$ cat config.mk
export PLATFORM = sky130hd
export DESIGN_NAME = spb_top
export DESIGN_NICKNAME = d
export VERILOG_FILES = /design/src/verilog/spb_pkg.sv /design/src/verilog/spb_fifo.sv /design/src/verilog/spb_top.sv
export SDC_FILE = /design/constraint.sdc
export NUM_CORES = 1
export LEC_CHECK = 0
export BUFFER_PORTS_ARGS = -buffer_cell sky130_fd_sc_hd__buf_2
export CAP_MARGIN = 25
export CORE_ASPECT_RATIO = 0.6
export CORE_UTILIZATION = 65
export CTS_CLUSTER_SIZE = 28
export DETAILED_ROUTE_END_ITERATION = 10
export GPL_TIMING_DRIVEN = 0
export HOLD_SLACK_MARGIN = 0.1
export PLACE_DENSITY_LB_ADDON = 0.1
export SYNTH_ARGS = -nofsm -noshare
export SYNTH_HDL_FRONTEND = slang
export SYNTH_SLANG_ARGS = --single-unit
$ cat constraint.sdc
create_clock -name ref_clk -period 21.8 [get_ports ref_clk]
set_input_delay 4.36 -clock ref_clk [delete_from_list [all_inputs] [get_ports ref_clk]]
set_output_delay 4.36 -clock ref_clk [all_outputs]
set_load 0.05 [all_outputs]
$ cat src/verilog/spb_pkg.sv
// constants shared by the serial frame buffer design
package spb_pkg;
   // ******************************************
   // frame layout
   // ******************************************
   localparam int FRAME_BITS = 128;
   localparam int SET_BITS = 32;
   localparam int SET_COUNT = 4;
   localparam int CHAN_BITS = 2;
   localparam int FRAME_MSB = FRAME_BITS - 1;
   localparam logic [1:0] SET_A = 2'h0;
   localparam logic [1:0] SET_B = 2'h1;
   localparam logic [1:0] SET_C = 2'h2;
   localparam logic [1:0] SET_D = 2'h3;
   localparam logic [FRAME_BITS-1:0] FRAME_RESET = 128'h0;
   localparam logic [SET_BITS-1:0] SET_RESET = 32'h0;
   // ******************************************
   // input synchroniser bit positions
   // ******************************************
   localparam int SYNC_BITS = 5;
   localparam int SYN_SCLK = 0;
   localparam int SYN_CS_N = 1;
   localparam int SYN_SDI = 2;
   localparam int SYN_STROBE = 3;
   localparam int SYN_PD = 4;
   // idle bus: select high, clock low, strobe low, powered up
   localparam logic [SYNC_BITS-1:0] SYNC_RESET = 5'h02;
   // ******************************************
   // buffering
   // ******************************************
   localparam int FIFO_DEPTH = 4;
   // channel n of a set sits at bits 2n+1:2n of that set
   function automatic logic [CHAN_BITS-1:0] chan_code(input logic [SET_BITS-1:0] set_word, input int n);
      chan_code = set_word[CHAN_BITS*n +: CHAN_BITS];
   endfunction
endpackage

$ cat src/verilog/spb_fifo.sv
// small synchronous fifo with valid and ready on both sides
`timescale 1ns/1ps
module spb_fifo #(
   parameter int WIDTH = 128,
   parameter int DEPTH = 4
) (
   input wire logic clk,
   input wire logic reset,
   input wire logic in_valid,
   output logic in_ready,
   input wire logic [WIDTH-1:0] in_data,
   output logic out_valid,
   input wire logic out_ready,
   output logic [WIDTH-1:0] out_data
);
   localparam int PW = (DEPTH > 1) ? $clog2(DEPTH) : 1;
   localparam int CW = $clog2(DEPTH + 1);
   localparam logic [PW-1:0] PTR_LAST = PW'(DEPTH - 1);
   localparam logic [CW-1:0] CNT_FULL = CW'(DEPTH);
   localparam logic [PW-1:0] PTR_ONE = PW'(1);
   localparam logic [CW-1:0] CNT_ONE = CW'(1);
   logic [WIDTH-1:0] mem [DEPTH];
   logic [PW-1:0] wr_ptr_reg;
   logic [PW-1:0] rd_ptr_reg;
   logic [CW-1:0] count_reg;
   wire push = in_valid & in_ready;
   wire pop = out_valid & out_ready;
   assign in_ready = (count_reg != CNT_FULL);
   assign out_valid = (count_reg != '0);
   assign out_data = mem[rd_ptr_reg];
   function automatic logic [PW-1:0] ptr_inc(input logic [PW-1:0] p);
      ptr_inc = (p == PTR_LAST) ? '0 : p + PTR_ONE;
   endfunction
   always_ff @(posedge clk) begin
      if (push) begin
         mem[wr_ptr_reg] <= in_data;
      end
   end
   always_ff @(posedge clk or posedge reset) begin
      if (reset) begin
         wr_ptr_reg <= '0;
         rd_ptr_reg <= '0;
         count_reg <= '0;
      end else begin
         if (push) begin
            wr_ptr_reg <= ptr_inc(wr_ptr_reg);
         end
         if (pop) begin
            rd_ptr_reg <= ptr_inc(rd_ptr_reg);
         end
         if (push && !pop) begin
            count_reg <= count_reg + CNT_ONE;
         end else if (pop && !push) begin
            count_reg <= count_reg - CNT_ONE;
         end
      end
   end
endmodule

$ cat src/verilog/spb_top.sv
// serial frame buffer: spi slave shift buffer with frame transfer queue
`timescale 1ns/1ps
module spb_top (
   input wire logic ref_clk,
   input wire logic reset,
   input wire logic spi_sclk,
   input wire logic spi_cs_n,
   input wire logic spi_sdi,
   input wire logic buffer_transfer_strobe,
   input wire logic power_down_input,
   output logic spi_sdo,
   output logic transfer_busy,
   output logic set_valid,
   input wire logic set_ready,
   output logic [spb_pkg::SET_BITS-1:0] set_d,
   output logic [spb_pkg::SET_BITS-1:0] set_c,
   output logic [spb_pkg::SET_BITS-1:0] set_b,
   output logic [spb_pkg::SET_BITS-1:0] set_a
);

   // ******************************************
   // declarations
   // ******************************************
   logic [spb_pkg::SYNC_BITS-1:0] sync1_reg;
   logic [spb_pkg::SYNC_BITS-1:0] sync2_reg;
   logic sclk_prev_reg;
   logic strobe_prev_reg;
   logic [spb_pkg::FRAME_BITS-1:0] serial_frame_buffer_reg;
   logic [spb_pkg::FRAME_BITS-1:0] serial_frame_buffer_next;
   logic sdo_reg;
   logic sdo_next;
   logic pending_reg;
   logic pending_next;
   logic busy_reg;
   logic set_valid_reg;
   logic set_valid_next;
   logic [spb_pkg::FRAME_BITS-1:0] frame_out_reg;
   logic [spb_pkg::FRAME_BITS-1:0] frame_out_next;
   logic fifo_in_ready;
   logic fifo_out_valid;
   logic [spb_pkg::FRAME_BITS-1:0] fifo_out_data;
   logic load;

   // word of one pattern set out of a whole frame
   function automatic logic [spb_pkg::SET_BITS-1:0] set_slice(
      input logic [spb_pkg::FRAME_BITS-1:0] frame,
      input logic [1:0] set_sel
   );
      set_slice = frame[spb_pkg::SET_BITS*set_sel +: spb_pkg::SET_BITS];
   endfunction

   // ******************************************
   // input synchronisers
   // ******************************************
   // the serial clock is only sampled here, so sck must stay well below
   // a quarter of ref_clk; the host's 32 MHz ceiling leaves about six
   // samples per period
   always_ff @(posedge ref_clk or posedge reset) begin
      if (reset) begin
         sync1_reg <= spb_pkg::SYNC_RESET;
         sync2_reg <= spb_pkg::SYNC_RESET;
      end else begin
         sync1_reg <= {power_down_input, buffer_transfer_strobe, spi_sdi, spi_cs_n, spi_sclk};
         sync2_reg <= sync1_reg;
      end
   end

   wire sclk_s = sync2_reg[spb_pkg::SYN_SCLK];
   wire cs_n_s = sync2_reg[spb_pkg::SYN_CS_N];
   wire sdi_s = sync2_reg[spb_pkg::SYN_SDI];
   wire strobe_s = sync2_reg[spb_pkg::SYN_STROBE];
   wire pd_s = sync2_reg[spb_pkg::SYN_PD];

   always_ff @(posedge ref_clk or posedge reset) begin
      if (reset) begin
         sclk_prev_reg <= spb_pkg::SYNC_RESET[spb_pkg::SYN_SCLK];
         strobe_prev_reg <= spb_pkg::SYNC_RESET[spb_pkg::SYN_STROBE];
      end else begin
         sclk_prev_reg <= sclk_s;
         strobe_prev_reg <= strobe_s;
      end
   end

   // ******************************************
   // edge and gating decode
   // ******************************************
   wire sclk_rise = sclk_s & ~sclk_prev_reg;
   wire sclk_fall = ~sclk_s & sclk_prev_reg;
   wire strobe_fall = ~strobe_s & strobe_prev_reg;
   // select gates clock and data, and power down shuts the port off
   wire port_active = ~cs_n_s & ~pd_s;
   wire shift_en = port_active & sclk_rise;
   wire sdo_update = port_active & sclk_fall;
   wire frame_msb = serial_frame_buffer_reg[spb_pkg::FRAME_MSB];

   // ******************************************
   // shift buffer
   // ******************************************
   // first bit in ends up at the msb after 128 rises, so set D channel 15
   // lands in the top word and set A channel 0 in the bottom bits
   // slave only: every shift is paced by the host's clock
   assign serial_frame_buffer_next = shift_en ?
      {serial_frame_buffer_reg[spb_pkg::FRAME_MSB-1:0], sdi_s} :
      serial_frame_buffer_reg;

   always_ff @(posedge ref_clk or posedge reset) begin
      if (reset) begin
         serial_frame_buffer_reg <= spb_pkg::FRAME_RESET;
      end else begin
         serial_frame_buffer_reg <= serial_frame_buffer_next;
      end
   end

   // ******************************************
   // serial data out
   // ******************************************
   // while deselected and powered up the output previews the msb, so the next device in
   // the chain sees the outgoing bit before the first rising edge
   assign sdo_next = pd_s ? 1'h0 :
      (cs_n_s | sdo_update) ? frame_msb :
      sdo_reg;

   always_ff @(posedge ref_clk or posedge reset) begin
      if (reset) begin
         sdo_reg <= 1'h0;
      end else begin
         sdo_reg <= sdo_next;
      end
   end

   // ******************************************
   // frame transfer request
   // ******************************************
   // a strobe that meets a full queue is held pending and raises busy;
   // the buffer is copied when the queue takes it, so the host must not
   // shift a new frame while busy is high
   wire xfer_req = (strobe_fall | pending_reg) & ~pd_s;
   wire push = xfer_req & fifo_in_ready;
   assign pending_next = xfer_req & ~fifo_in_ready;

   always_ff @(posedge ref_clk or posedge reset) begin
      if (reset) begin
         pending_reg <= 1'h0;
         busy_reg <= 1'h0;
      end else begin
         pending_reg <= pending_next;
         busy_reg <= pending_next;
      end
   end

   spb_fifo #(
      .WIDTH(spb_pkg::FRAME_BITS),
      .DEPTH(spb_pkg::FIFO_DEPTH)
   ) u_frame_fifo (
      .clk(ref_clk),
      .reset(reset),
      .in_valid(xfer_req),
      .in_ready(fifo_in_ready),
      .in_data(serial_frame_buffer_reg),
      .out_valid(fifo_out_valid),
      .out_ready(load),
      .out_data(fifo_out_data)
   );

   // ******************************************
   // pattern set output stage
   // ******************************************
   assign load = fifo_out_valid & (~set_valid_reg | set_ready);
   assign set_valid_next = load | (set_valid_reg & ~set_ready);
   assign frame_out_next = load ? fifo_out_data : frame_out_reg;

   always_ff @(posedge ref_clk or posedge reset) begin
      if (reset) begin
         set_valid_reg <= 1'h0;
         frame_out_reg <= spb_pkg::FRAME_RESET;
      end else begin
         set_valid_reg <= set_valid_next;
         frame_out_reg <= frame_out_next;
      end
   end

   assign spi_sdo = sdo_reg;
   assign transfer_busy = busy_reg;
   assign set_valid = set_valid_reg;
   assign set_d = set_slice(frame_out_reg, spb_pkg::SET_D);
   assign set_c = set_slice(frame_out_reg, spb_pkg::SET_C);
   assign set_b = set_slice(frame_out_reg, spb_pkg::SET_B);
   assign set_a = set_slice(frame_out_reg, spb_pkg::SET_A);

   // ******************************************
   // assertion helpers
   // ******************************************
   // one bit is caught as it enters and followed up to the msb, so the
   // shift path is checked without copying its expression; only one bit
   // is in flight at a time, so a long stream checks every 129th bit
   localparam int TRACK_W = $clog2(spb_pkg::FRAME_BITS);
   localparam logic [TRACK_W-1:0] TRACK_LAST = TRACK_W'(spb_pkg::FRAME_MSB);
   localparam logic [TRACK_W-1:0] TRACK_ONE = TRACK_W'(1);
   logic track_on_reg;
   logic track_bit_reg;
   logic [TRACK_W-1:0] track_count_reg;
   wire track_at_msb = track_on_reg & (track_count_reg == TRACK_LAST);

   always_ff @(posedge ref_clk or posedge reset) begin
      if (reset) begin
         track_on_reg <= 1'h0;
         track_bit_reg <= 1'h0;
         track_count_reg <= '0;
      end else if (shift_en) begin
         track_on_reg <= ~track_at_msb;
         track_bit_reg <= track_on_reg ? track_bit_reg : sdi_s;
         track_count_reg <= track_on_reg ? track_count_reg + TRACK_ONE : '0;
      end
   end
endmodule
# After elaboration in Yosys (flattened, before gate mapping)
# Memory sizes are Yosys's and may differ from the RTL's. A register that Yosys moved wholly into a read port is not among the register bits.
# Cells that the tools add are included.
classes:
  muxes: 8
  n_eq_ne: 3
  reduce_logical: 7
  addsub: 4
  bitwise: 24
ops:
  columns: ["cell", "n"]
  rows:
  - ["$and 1x1->1", 12]
  - ["$not 1->1", 8]
  - ["$mux 3", 2]
  - ["$add 2x1->2 const B", 2]
  - ["$eq 2x2->1 const B", 2]
  - ["$mux 1", 4]
  - ["$mux 2", 2]
  - ["$or 1x1->1", 4]
  - ["$reduce_bool 2->1", 2]
  - ["$add 3x1->3 const B", 1]
  - ["$ne 3x3->1 const B", 1]
  - ["$reduce_bool 3->1", 1]
  - ["$sub 3x1->3 const B", 1]
  - ["$logic_and 1x1->1", 2]
  - ["$logic_not 1->1", 2]
word_totals:
  ram_bits: 512
  wordCells: 58
  memories: 1
  ff_bits: 150
  output_inout_bits: 131
  inputBits: 8
memory_table:
  columns: ["name", "depth", "word_bits", "rd", "rd_ports_with_merged_regs", "wr", "line", "source"]
  rows:
  - ["u_frame_fifo.mem", 4, 128, 1, 1, 1, "spb_fifo.sv:22", "logic [WIDTH-1:0] mem [DEPTH];"]

# Logic depth before layout (Yosys ltp)
# Gate-level depths: netlist (run 1).
logic_depth:
  depth_word: 9
  ltp_mapped: 11
  mapped_depth_nobuf: 9

# Cells and area by module
# Synthesis (run 1) repeated with hierarchy kept, for this count alone.
hier_totals:
  cells_unflattened: 1276
  hier_area_um2: 28982.8
by_module_without_submodules:
  columns: ["mod", "n_inst", "cells_each", "seq_area_each_um2", "area_per_inst_um2"]
  rows:
  - ["spb_fifo", 1, 707, 15549.9, 18903.1]
  - ["spb_top", 1, 569, 6784.0, 10079.7]

# Worst setup path before layout (run 1)
# Ideal clock, no wire load.
synth_timing:
  path_kind: "input to register"
  start: "input port set_ready"
  end: "register u_frame_fifo.count_reg[1]"
  t_arrival_ns: 5.944
  n_path_buf: 2
  setup_time_ns: 0.125
  path_stages: 9
  path_slack_ns: 15.732
  required_ns: 21.675
  cell_sequence: "inv_1 a21oi_2 buf_2 buf_2 inv_1 ha_1 inv_1 fa_1 mux2_2"
synth_between:
  elab_chain_len: 6
  word_cells_on_any_way: 8
  cone_classes: "mux: 1; bitwise: 3; reduce/logical: 4"
synth_rtl:
  columns: ["item", "line", "source"]
  rows:
  - ["start: declaration", "spb_top.sv:14", "input wire logic set_ready,"]
  - ["$or 1x1->1 (*)", "spb_top.sv:168", "assign load = fifo_out_valid & (~set_valid_reg | set_ready);"]
  - ["$and 1x1->1 (*)", "spb_top.sv:168", null]
  - ["$and 1x1->1 (*)", "spb_fifo.sv:27", "wire pop = out_valid & out_ready;"]
  - ["$logic_not 1->1", "spb_fifo.sv:51", "if (push && !pop) begin"]
  - ["$logic_and 1x1->1", "spb_fifo.sv:51", null]
  - ["$mux 3 or $reduce_bool 2->1 (tied branches)", null, null]
  - ["end signal: assignment", "spb_fifo.sv:52", "count_reg <= count_reg + CNT_ONE;"]
  - ["end signal: assignment", "spb_fifo.sv:54", "count_reg <= count_reg - CNT_ONE;"]
  - ["end: declaration", "spb_fifo.sv:25", "logic [CW-1:0] count_reg;"]
# Mark *: on every way between the ends. The rest lies on a longest branch, timed or not.
# A chain may end at the register's enable or synchronous reset.

# Worst setup path after layout (run 1)
# Ends and elaborated chain as after synthesis.

==> qor.csv, run 1 <==
metric;value;unit
cts_hold_buf;0;
cts-root-buf;clkbuf_16;
ctsResizeCount;0;
drc;0;
drv_slew;0;
core;0.04348;mm²
fin_ws;15.45;ns
drt-initial-drc-count;1057;
clkLatencyLatePin;0.58;ns
fin_nets;1508;
place_ws;14.81;ns
ys_top_cells_by_area;edfxtp_1 (53%), dfrtp_1 (24%), mux2_2 (10%), mux4_2 (10%), buf_6 (0.43%);
start_kind;input pin;
start_util;0.6623;
hold_violations;0;
cts_made_buffers;68;
p_leak;12.85;nW
syn2layout_area_growth;13.57;%
grt_pass1_vias;13309;
cellPowerDensity;131.9;mW/mm²
slew_headroom;0.3523;
antenna_found_initial;0;
io_buffers;138;
period_share;0.2913;
finClkSkew;0.01426;ns
timing.max_cap.violations;0;
end_kind;flip-flop;
fillers;2386;
die_w;273.7;µm
n_antenna_cell;0;
grt_util_all_layers;0.2301;
dp_hpwl;28820;µm
drt_first_pass_iters;5;
grt_max_degree;101;
stdcell_count;2124;
fp.dieH;165.0;µm
yosys.area.top_type;edfxtp_1;
gp_congestion;0.7006;
clk_pin_slew;0.06;ns
drive_above_1_share;0.4434;
required;22.26;ns
grt_pass1_wl;76860;µm
syn_inst;1274;
post_cts_buffers;0;
arrival;6.81;ns
min_period;6.351;ns
cts.sinks;790;
dieArea;0.04518;mm²
ys_seq_area_frac;0.7756;
wl_per_cell;23.35;µm
path_max_fanout;10;
avgViaCountPerCell;5.895;
max_freq;157.5;MHz
cts_max_path_buffers;3;
worst_slew_pin_slew;0.9580;ns
yosysUniqueCellTypes;28;
htree_levels;3;
worstSetupPathType;input pin to flip-flop;
cts_tree;done;
ant_nets;0;
hold_path_class;flip-flop to flip-flop;
ys_ff_latch;790;
ir_drop;0.0001118;V
synth_fp_nets;1289;
rsz0062_at_grt;false;
io-pin-count;139;
wl;49590;µm
synth_area;0.02880;mm²
yosysWarnings;0;
yosys.area.top_type_share;0.5339;
dp.cells;2002;
setup_tns;0;ns
setup_viol;0;
grt_overflow;0;
status;finished, final reports clean;
vias;12520;
largest_reg_flops;512;
rows;59;
avgSynthCellArea;22.60;µm²
## cells in the mapped netlist (all sizes together)
library cell and instances:
edfxtp 512, dfrtp 276, mux2 261, mux4 128, buf 54, inv 8
ha 6, and2 4, nor2 4, a21oi 3, clkbuf 3, dfstp 2
o21ai 2, xor2 2, a221oi 1, and3 1, fa 1, nand2b 1
nor2b 1, nor3 1, nor4b 1, or3b 1, xnor2 1
## power breakdown
| part | internal, W | switching, W |
|---|---|---|
| Combinational | 0.000471 | 0.000799 |
| Sequential | 0.00177 | 0.0000861 |
| Clock | 0.000678 | 0.000508 |
| Total | 0.00292 | 0.00139 |
## cells by family after synthesis
group,Yosys count,synth area share
and+or+nand+nor,14,0.002824
adders and majority gates,7,0.003302
muxes,389,0.2022
DFF,790,0.7756
buffers and inverters,65,0.01369
xor gates and xnor gates,3,0.0009126
AOI/OAI and AO/OA,6,0.001521
## through the flow
stage,hold WS [ns],area (µm²),power [W],utilization
finish,0.3498,32700,0.004314,0.7521
global route,0.3642,32700,0.004483,0.7521
detailed placement,0.3378,30520,0.003177,0.7019
floorplan,0.3312,28800,0.002861,-
global placement,0.3341,30210,0.003154,0.6948
CTS,0.3527,32700,0.004361,0.7521
## path summary, 6_finish.rpt
| check | from | endpoint | slack [ns] | depth (start not counted) |
|---|---|---|---|---|
| setup reg to reg | u_frame_fifo.count_reg[0] | u_frame_fifo.count_reg[1] | 18.82 | 9 |
| setup / recovery | set_ready | u_frame_fifo.count_reg[1] | 15.45 | 10 |
| hold / removal | sync1_reg[3] | sync2_reg[3] | 0.35 | 0 |
| min in group asynchronous | reset | serial_frame_buffer_reg[9] | 3.89 | 2 |
| hold reg to reg | sync1_reg[3] | sync2_reg[3] | 0.35 | 0 |
| max in group asynchronous | reset | serial_frame_buffer_reg[41] | 16.94 | 3 |
## cell usage in the layout, fill, tap and decap left out, drive strengths merged, types with 2 or more instances in the layout
cell    count
buf       203
edfxtp    512
o21ai       2
mux4      128
and2        4
xor2        2
clkinv     16
ha          6
clkbuf    103
mux2      261
dfrtp     276
a21oi       3
dfstp       2
bufinv      4
inv        10
nor2        4
## final cells by class
| class | instances | area (µm²) | share of cell area |
|---|---|---|---|
| plain buffers | 57 | 364.1 | 0.01113 |
| clock buffers | 100 | 1976 | 0.06041 |
| clock inverters | 22 | 210.2 | 0.006428 |
| inverters | 8 | 37.54 | 0.001148 |
| multi-input cells | 419 | 6078 | 0.1859 |
| flip-flops and latches | 790 | 22330 | 0.6829 |
| well taps | 579 | 724.4 | 0.02215 |
| repair buffers | 149 | 978.4 | 0.02992 |
## layer usage
layer / up-vias / share of wire / GRT usage
met5: - / 0 / 0
met1: 6677 / 0.44 / 0.3332
met4: 0 / 0.021 / 0.06450
li1: 5507 / - / -
met2: 266 / 0.50 / 0.3719
met3: 70 / 0.037 / 0.03707
## critical path: stages
cell     delay (ns)
buf_2          0.09
inv_1          0.04
a21oi_2        0.32
buf_2          0.45
buf_2          0.34
inv_1          0.18
ha_1           0.26
inv_1          0.08
fa_1           0.41
mux2_2         0.27
Note: power is estimated with default switching activity, not from simulation.
==> inputs of run 2 (changes only) <==
--- a/config.mk
+++ b/config.mk
@@ -5,10 +5,11 @@
 export SDC_FILE = /design/constraint.sdc
 export NUM_CORES = 1
 export LEC_CHECK = 0
+export ABC_AREA = 1
 export BUFFER_PORTS_ARGS = -buffer_cell sky130_fd_sc_hd__buf_2
 export CAP_MARGIN = 25
 export CORE_ASPECT_RATIO = 0.6
-export CORE_UTILIZATION = 65
+export CORE_UTILIZATION = 61
 export CTS_CLUSTER_SIZE = 28
 export DETAILED_ROUTE_END_ITERATION = 10
 export GPL_TIMING_DRIVEN = 0
==> constraint.sdc (replaced) <==
create_clock -name ref_clk -period 6 [get_ports ref_clk]
set_input_delay 1.2 -clock ref_clk [delete_from_list [all_inputs] [get_ports ref_clk]]
set_output_delay 1.2 -clock ref_clk [all_outputs]
set_load 0.05 [all_outputs]
==> qor.csv, run 2 <==
metric;value;unit;change
status;finished, final reports clean;;
die_w;297.0;µm;+8.5%
cp-startpoint;u_frame_fifo.count_reg[0];;
start_kind;flip-flop;;
rows;64;;+8.5%
dp_hpwl;47400;µm;+65%
ys.flop_type;edfxtp_1;;
end_kind;flip-flop;;
min_period;2.749;ns;
core;0.05125;mm²;+18%
place_area;0.03405;mm²;+12%
cts_hold_buf;0;;unchanged
fillers;3668;;+54%
htree_levels;3;;unchanged
hold_path_class;flip-flop to flip-flop;;
required;6.29;ns;-15.97 ns
syn_inst;3113;;+140%
syn2layout_area_growth;14.48;%;
grt_overflow;0;;unchanged
r2r-start;u_frame_fifo.count_reg[0];;
r2r_setup_slack;3.25;ns;-15.57 ns
ys_async_sr_fraction;0.3519;;unchanged
synth_fp_nets;3128;;+140%
finalPower;0.01865;W;+330%
worstSetupPathType;flip-flop to flip-flop;;
grt_pass1_wl;115200;µm;+50%
fp.dieH;179.0;µm;+8.5%
io-pin-count;139;;unchanged
ir_drop;0.0002884;V;+160%
fin_nets;3368;;+120%
start_util;0.6217;;-0.04063
ys_seq_area_frac;0.7010;;-0.07456
rsz0062_at_grt;false;;
cts.sinks;790;;unchanged
setup_viol;0;;unchanged
yosys.area.top_type_share;0.4826;;-0.05133
clkLatencyLatePin;0.60;ns;+0.02 ns
synth_area;0.03186;mm²;+11%
ys_top_cells_by_area;edfxtp_1 (48%), dfrtp_1 (22%), nand2_1 (13%), inv_1 (7.0%), nand3_1 (4.1%);;
rr_worst_depth;7;;-2
drt_first_pass_iters;6;;+1
max_freq;363.8;MHz;
cts-root-buf;clkbuf_16;;
final_cell_mix;nand2_1 (1105), inv_1 (594), edfxtp_1 (512);;
worst_slew_pin_slew;0.6629;ns;-0.2952 ns
final_common_cell;nand2_1;;
setup_tns;0;ns;unchanged
dp.cells;3972;;+98%
arrival;3.04;ns;-3.77 ns
post_cts_buffers;0;;unchanged
drv_slew;0;;unchanged
largest_reg_flops;512;;unchanged
gp_congestion;0.8027;;+15%
dieArea;0.05318;mm²;+18%
antenna_found_initial;0;;unchanged
slew_headroom;0.5581;;+0.2058
wl;73860;µm;+49%
grt_max_degree;41;;-59%
ys_ff_latch;790;;unchanged
p_leak;17.66;nW;+37%
hold_violations;0;;unchanged
finClkSkew;0.01365;ns;-0.0006075 ns
grt_pass1_vias;20924;;+57%
yosysUniqueCellTypes;25;;-11%
synth_common_cells;nand2_1 (1105), inv_1 (595), edfxtp_1 (512), dfrtp_1 (276), nand3_1 (260);;
rr_endpoint;u_frame_fifo.mem[3][83];;
avgSynthCellArea;10.23;µm²;-55%
cts_tree;done;;
clk_pin_slew;0.06;ns;about the same
ant_nets;0;;unchanged
cts_made_buffers;72;;+5.9%
grt_util_all_layers;0.2838;;+0.05370
crit_path_end;u_frame_fifo.mem[3][83];;
stdcell_count;4107;;+93%
drc;0;;unchanged
timing.max_cap.violations;0;;unchanged
io_buffers;138;;unchanged
avgViaCountPerCell;5.239;;-11%
ctsResizeCount;0;;unchanged
drt-initial-drc-count;2399;;+130%
cellPowerDensity;511.4;mW/mm²;+290%
utilization;0.7117;;-0.04045
cts_max_path_buffers;3;;unchanged
drive_above_1_share;0.1216;;-0.3218
vias;21517;;+72%
wl_per_cell;17.98;µm;-23%
yosys.area.top_type;edfxtp_1;;
synth-edff-count;512;;unchanged
period_share;0.4581;;
path_max_fanout;24;;+14
synth_most_common_cell;nand2_1;;
fin_area;0.03647;mm²;+12%
yosysWarnings;0;;unchanged
==> run 2: cell count changes in the layout (fill, tap and decap cells not counted), moves of 21 or more <==
cell     before   now
nand2_1       0  1105
o21ai_1       0    67
mux4_2      128     0
nor2_1        4    68
nand3_1       0   260
inv_1         7   594
a21oi_1       2    64
buf_2       155   250
mux2_2      261     0
buf_12        2    23
==> run 2: layout make-up <==
type	count	area, µm²	area share
timing repair buffer	166	1289	0.03533
tap	693	867.1	0.02377
sequential	790	22330	0.6123
inverter	597	2245	0.06154
antenna	1	2.502	0.00006861
clock inverter	26	277.8	0.007616
multi-input combinational	1585	6581	0.1804
buffer	141	733.2	0.02010
clock buffer	108	2143	0.05877
==> run 2: worst max-delay path, cell delays in order (launching register included) <==
cell,delay (ns)
dfrtp_1,0.45
nor2_4,0.09
nand2_1,0.16
nand3_1,0.42
nor2_4,0.60
buf_12,0.29
buf_16,0.20
buf_12,0.21
==> run 2: worst min path at each step <==
stage / start / depth (start not counted) / slack, ns / endpoint
2_1_floorplan: sync1_reg[0] / 0 / 0.33 / sync2_reg[0]
3_3_place_gp: sync1_reg[2] / 0 / 0.33 / sync2_reg[2]
3_5_place_dp: sync1_reg[0] / 0 / 0.34 / sync2_reg[0]
4_1_cts: sync1_reg[0] / 0 / 0.35 / sync2_reg[0]
5_1_grt: sync1_reg[4] / 0 / 0.36 / sync2_reg[4]
6_report: sync1_reg[0] / 0 / 0.35 / sync2_reg[0]
==> run 2: cells by family (layout without fill, tap and decap cells) <==
logic type                 count (synthesis)  after routing  share of synthesized area
buffers and inverters                    738           1038                    0.09335
AOI/OAI and AO/OA                        133            133                    0.02125
and+or+nand+nor                         1443           1443                     0.1809
xor gates and xnor gates                   2              2                  0.0005499
other                                      0              1                          0
DFF                                      790            790                     0.7010
adders and majority gates                  7              7                   0.002985
==> run 2: per-layer routing <==
metal | wire length, µm | vias up | share of wire | GRT usage
met4 | 1761 | 0 | 0.024 | 0.08613
met3 | 5995 | 129 | 0.081 | 0.03914
met2 | 33580 | 818 | 0.45 | 0.4411
met1 | 32530 | 10428 | 0.44 | 0.4224
met5 | 0 | - | 0 | 0
li1 | - | 10142 | - | -
==> run 2: report_power, final <==
group | total (W) | switching, W | internal (W)
combinational | 0.00625 | 0.00466 | 0.00159
clock | 0.00469 | 0.00199 | 0.00271
sequential | 0.00771 | 0.000697 | 0.00701
==> run 2: through the flow <==
| step | setup WS, ns | hold WS, ns |
|---|---|---|
| finish | 3.251 | 0.3500 |
| global route | 3.107 | 0.3619 |
| CTS | 3.229 | 0.3514 |
| detailed placement | 2.865 | 0.3371 |
| global placement | -5.703 | 0.3324 |
| floorplan | -0.9618 | 0.3312 |
==> inputs of run 3 (changes only) <==
--- a/config.mk
+++ b/config.mk
@@ -5,11 +5,11 @@
 export SDC_FILE = /design/constraint.sdc
 export NUM_CORES = 1
 export LEC_CHECK = 0
-export ABC_AREA = 1
+export ABC_AREA = 0
 export BUFFER_PORTS_ARGS = -buffer_cell sky130_fd_sc_hd__buf_2
 export CAP_MARGIN = 25
 export CORE_ASPECT_RATIO = 0.6
-export CORE_UTILIZATION = 61
+export CORE_UTILIZATION = 55
 export CTS_CLUSTER_SIZE = 28
 export DETAILED_ROUTE_END_ITERATION = 10
 export GPL_TIMING_DRIVEN = 0
==> constraint.sdc (replaced) <==
create_clock -name ref_clk -period 2.34 [get_ports ref_clk]
set_input_delay 0.468 -clock ref_clk [delete_from_list [all_inputs] [get_ports ref_clk]]
set_output_delay 0.468 -clock ref_clk [all_outputs]
set_load 0.05 [all_outputs]
==> qor.csv, run 3 (synthesized netlist as in run 1, its figures left out) <==
metric;value;unit;change
setup_viol;0;;unchanged
p_seq_frac;0.426;;+0.013
finalPower;0.04061;W;+120%
arrival;2.74;ns;-0.30 ns
timing.max_cap.violations;0;;unchanged
hold_slack;0.3529;ns;+0.002944 ns
grt_pass1_vias;13118;;-37%
grt_max_degree;91;;+120%
core;0.05133;mm²;+0.16%
dieArea;0.05331;mm²;+0.25%
cellPowerDensity;1222;mW/mm²;+140%
grt_pass1_wl;79470;µm;-31%
io-pin-count;139;;unchanged
setup_tns;0;ns;unchanged
largest_reg_flops;512;;unchanged
end_kind;flip-flop;;
clk_pin_slew;0.07;ns;about the same
worstSetupPathType;flip-flop to flip-flop;;
dp.cells;2120;;-47%
vias;12724;;-41%
power_frac_comb;0.298;;-0.037
syn2layout_area_growth;15.41;%;
wl_per_cell;22.78;µm;+27%
hold_violations;0;;unchanged
ir_drop;0.0006720;V;+130%
n_antenna_cell;0;;-1
drc;0;;unchanged
period_share;0.9561;;+0.4980
power_switching;0.01323;W;+80%
start_kind;flip-flop;;
cts_tree;done;;
p_leak;13.03;nW;-26%
cts.sinks;790;;unchanged
required;2.84;ns;-3.45 ns
grt_util_all_layers;0.2004;;-0.08343
io_buffers;138;;unchanged
drt-initial-drc-count;708;;-70%
fin_ws;0.1026;ns;-3.149 ns
p_sw_frac;0.3257;;-0.06821
place_ws;-0.7991;ns;-3.664 ns
path_max_fanout;10;;-58%
p_clk_frac;0.275;;+0.023
antenna_found_initial;0;;unchanged
fp.dieH;179.2;µm;+0.12%
drt_first_pass_iters;5;;-1
hold_path_class;flip-flop to flip-flop;;
finClkSkew;0.01929;ns;+0.005638 ns
gp_congestion;0.6892;;-14%
htree_levels;3;;unchanged
rows;64;;unchanged
slew_headroom;0.4659;;-0.09216
final_common_cell;edfxtp_1;;
max_freq;447.0;MHz;+23%
r2r_setup_slack;0.10;ns;-3.15 ns
wl;51780;µm;-30%
die_w;297.4;µm;+0.12%
min_period;2.237;ns;-0.5112 ns
avgViaCountPerCell;5.598;;+6.8%
cts_max_path_buffers;3;;unchanged
grt_overflow;0;;unchanged
status;finished, final reports clean;;
final_cell_mix;edfxtp_1 (512), dfrtp_1 (273), mux2_2 (261);;
stdcell_count;2273;;-45%
rsz0062_at_grt;false;;
drv_slew;0;;unchanged
start_util;0.5610;;-0.06064
ant_nets;0;;unchanged
dp_hpwl;29770;µm;-37%
fin_nets;1537;;-54%
worst_slew_pin_slew;0.8011;ns;+0.1382 ns
cts-root-buf;clkbuf_16;;
p_int;0.02739;W;+140%
cts_made_buffers;70;;-2.8%
drive_above_1_share;0.4551;;+0.3335
clkLatencyLatePin;0.59;ns;about the same
[run 3: layout make-up]
cell class | instances | area, µm²
Buffer | 57 | 395.4
Multi-Input combinational cell | 425 | 6160
Clock inverter | 25 | 191.4
Inverter | 8 | 33.78
Timing Repair Buffer | 170 | 1191
Clock buffer | 105 | 2058
Tap cell | 693 | 867.1
Sequential cell | 790 | 22340
Fill cell | 3479 | 18090
[run 3: critical path, stage by stage, from the launching register on]
cell     delay (ns)
dfrtp_2        0.44
nor3_4         0.27
a21oi_4        0.09
buf_12         0.14
buf_12         0.14
inv_2          0.05
ha_2           0.17
inv_1          0.05
fa_2           0.32
xor2_1         0.16
nor2_1         0.14
xor2_1         0.17
[run 3: per-layer routing]
layer	GRT usage	routed length, µm	part of all wire
met2	0.3244	25190	0.49
met1	0.2878	23630	0.46
met5	0	0	0
met3	0.03284	1884	0.036
met4	0.05412	1075	0.021
[run 3: timing repair]
item,CTS,global route
gates resized for setup,16,4
buffers inserted,7,3
pin swaps,8,3
gates cloned,6,2
hold endpoints to repair,34,0
endpoints found under the setup margin,363,276
hold buffers,7,0
[run 3: final timing paths]
check	start	to	cells after the start
worst min-delay path	sync1_reg[0]	sync2_reg[0]	0
worst max-delay path	u_frame_fifo.count_reg[1]	u_frame_fifo.count_reg[2]	11
worst max register to register	u_frame_fifo.count_reg[1]	u_frame_fifo.count_reg[2]	11
min in group asynchronous	reset	frame_out_reg[12]	3
worst min register to register	sync1_reg[0]	sync2_reg[0]	0
max in group asynchronous	reset	sync1_reg[1]	5
[run 3: power by group through the flow]
stage                     combinational, W  sequential (W)  clock, W
after floorplan                    0.00536          0.0212         0
after global placement              0.0119          0.0176         0
after detailed placement            0.0121          0.0176         0
after CTS                           0.0123          0.0173    0.0114
after global routing                0.0129          0.0175    0.0119
final                               0.0121          0.0173    0.0112
[run 3: per-stage QoR]
stage	cell area, µm²	utilization
final	33230	0.6475
after global routing	33230	0.6475
after CTS	33200	0.6468
after detailed placement	30720	0.5985
after global placement	30370	0.5916
after floorplan	28810	-
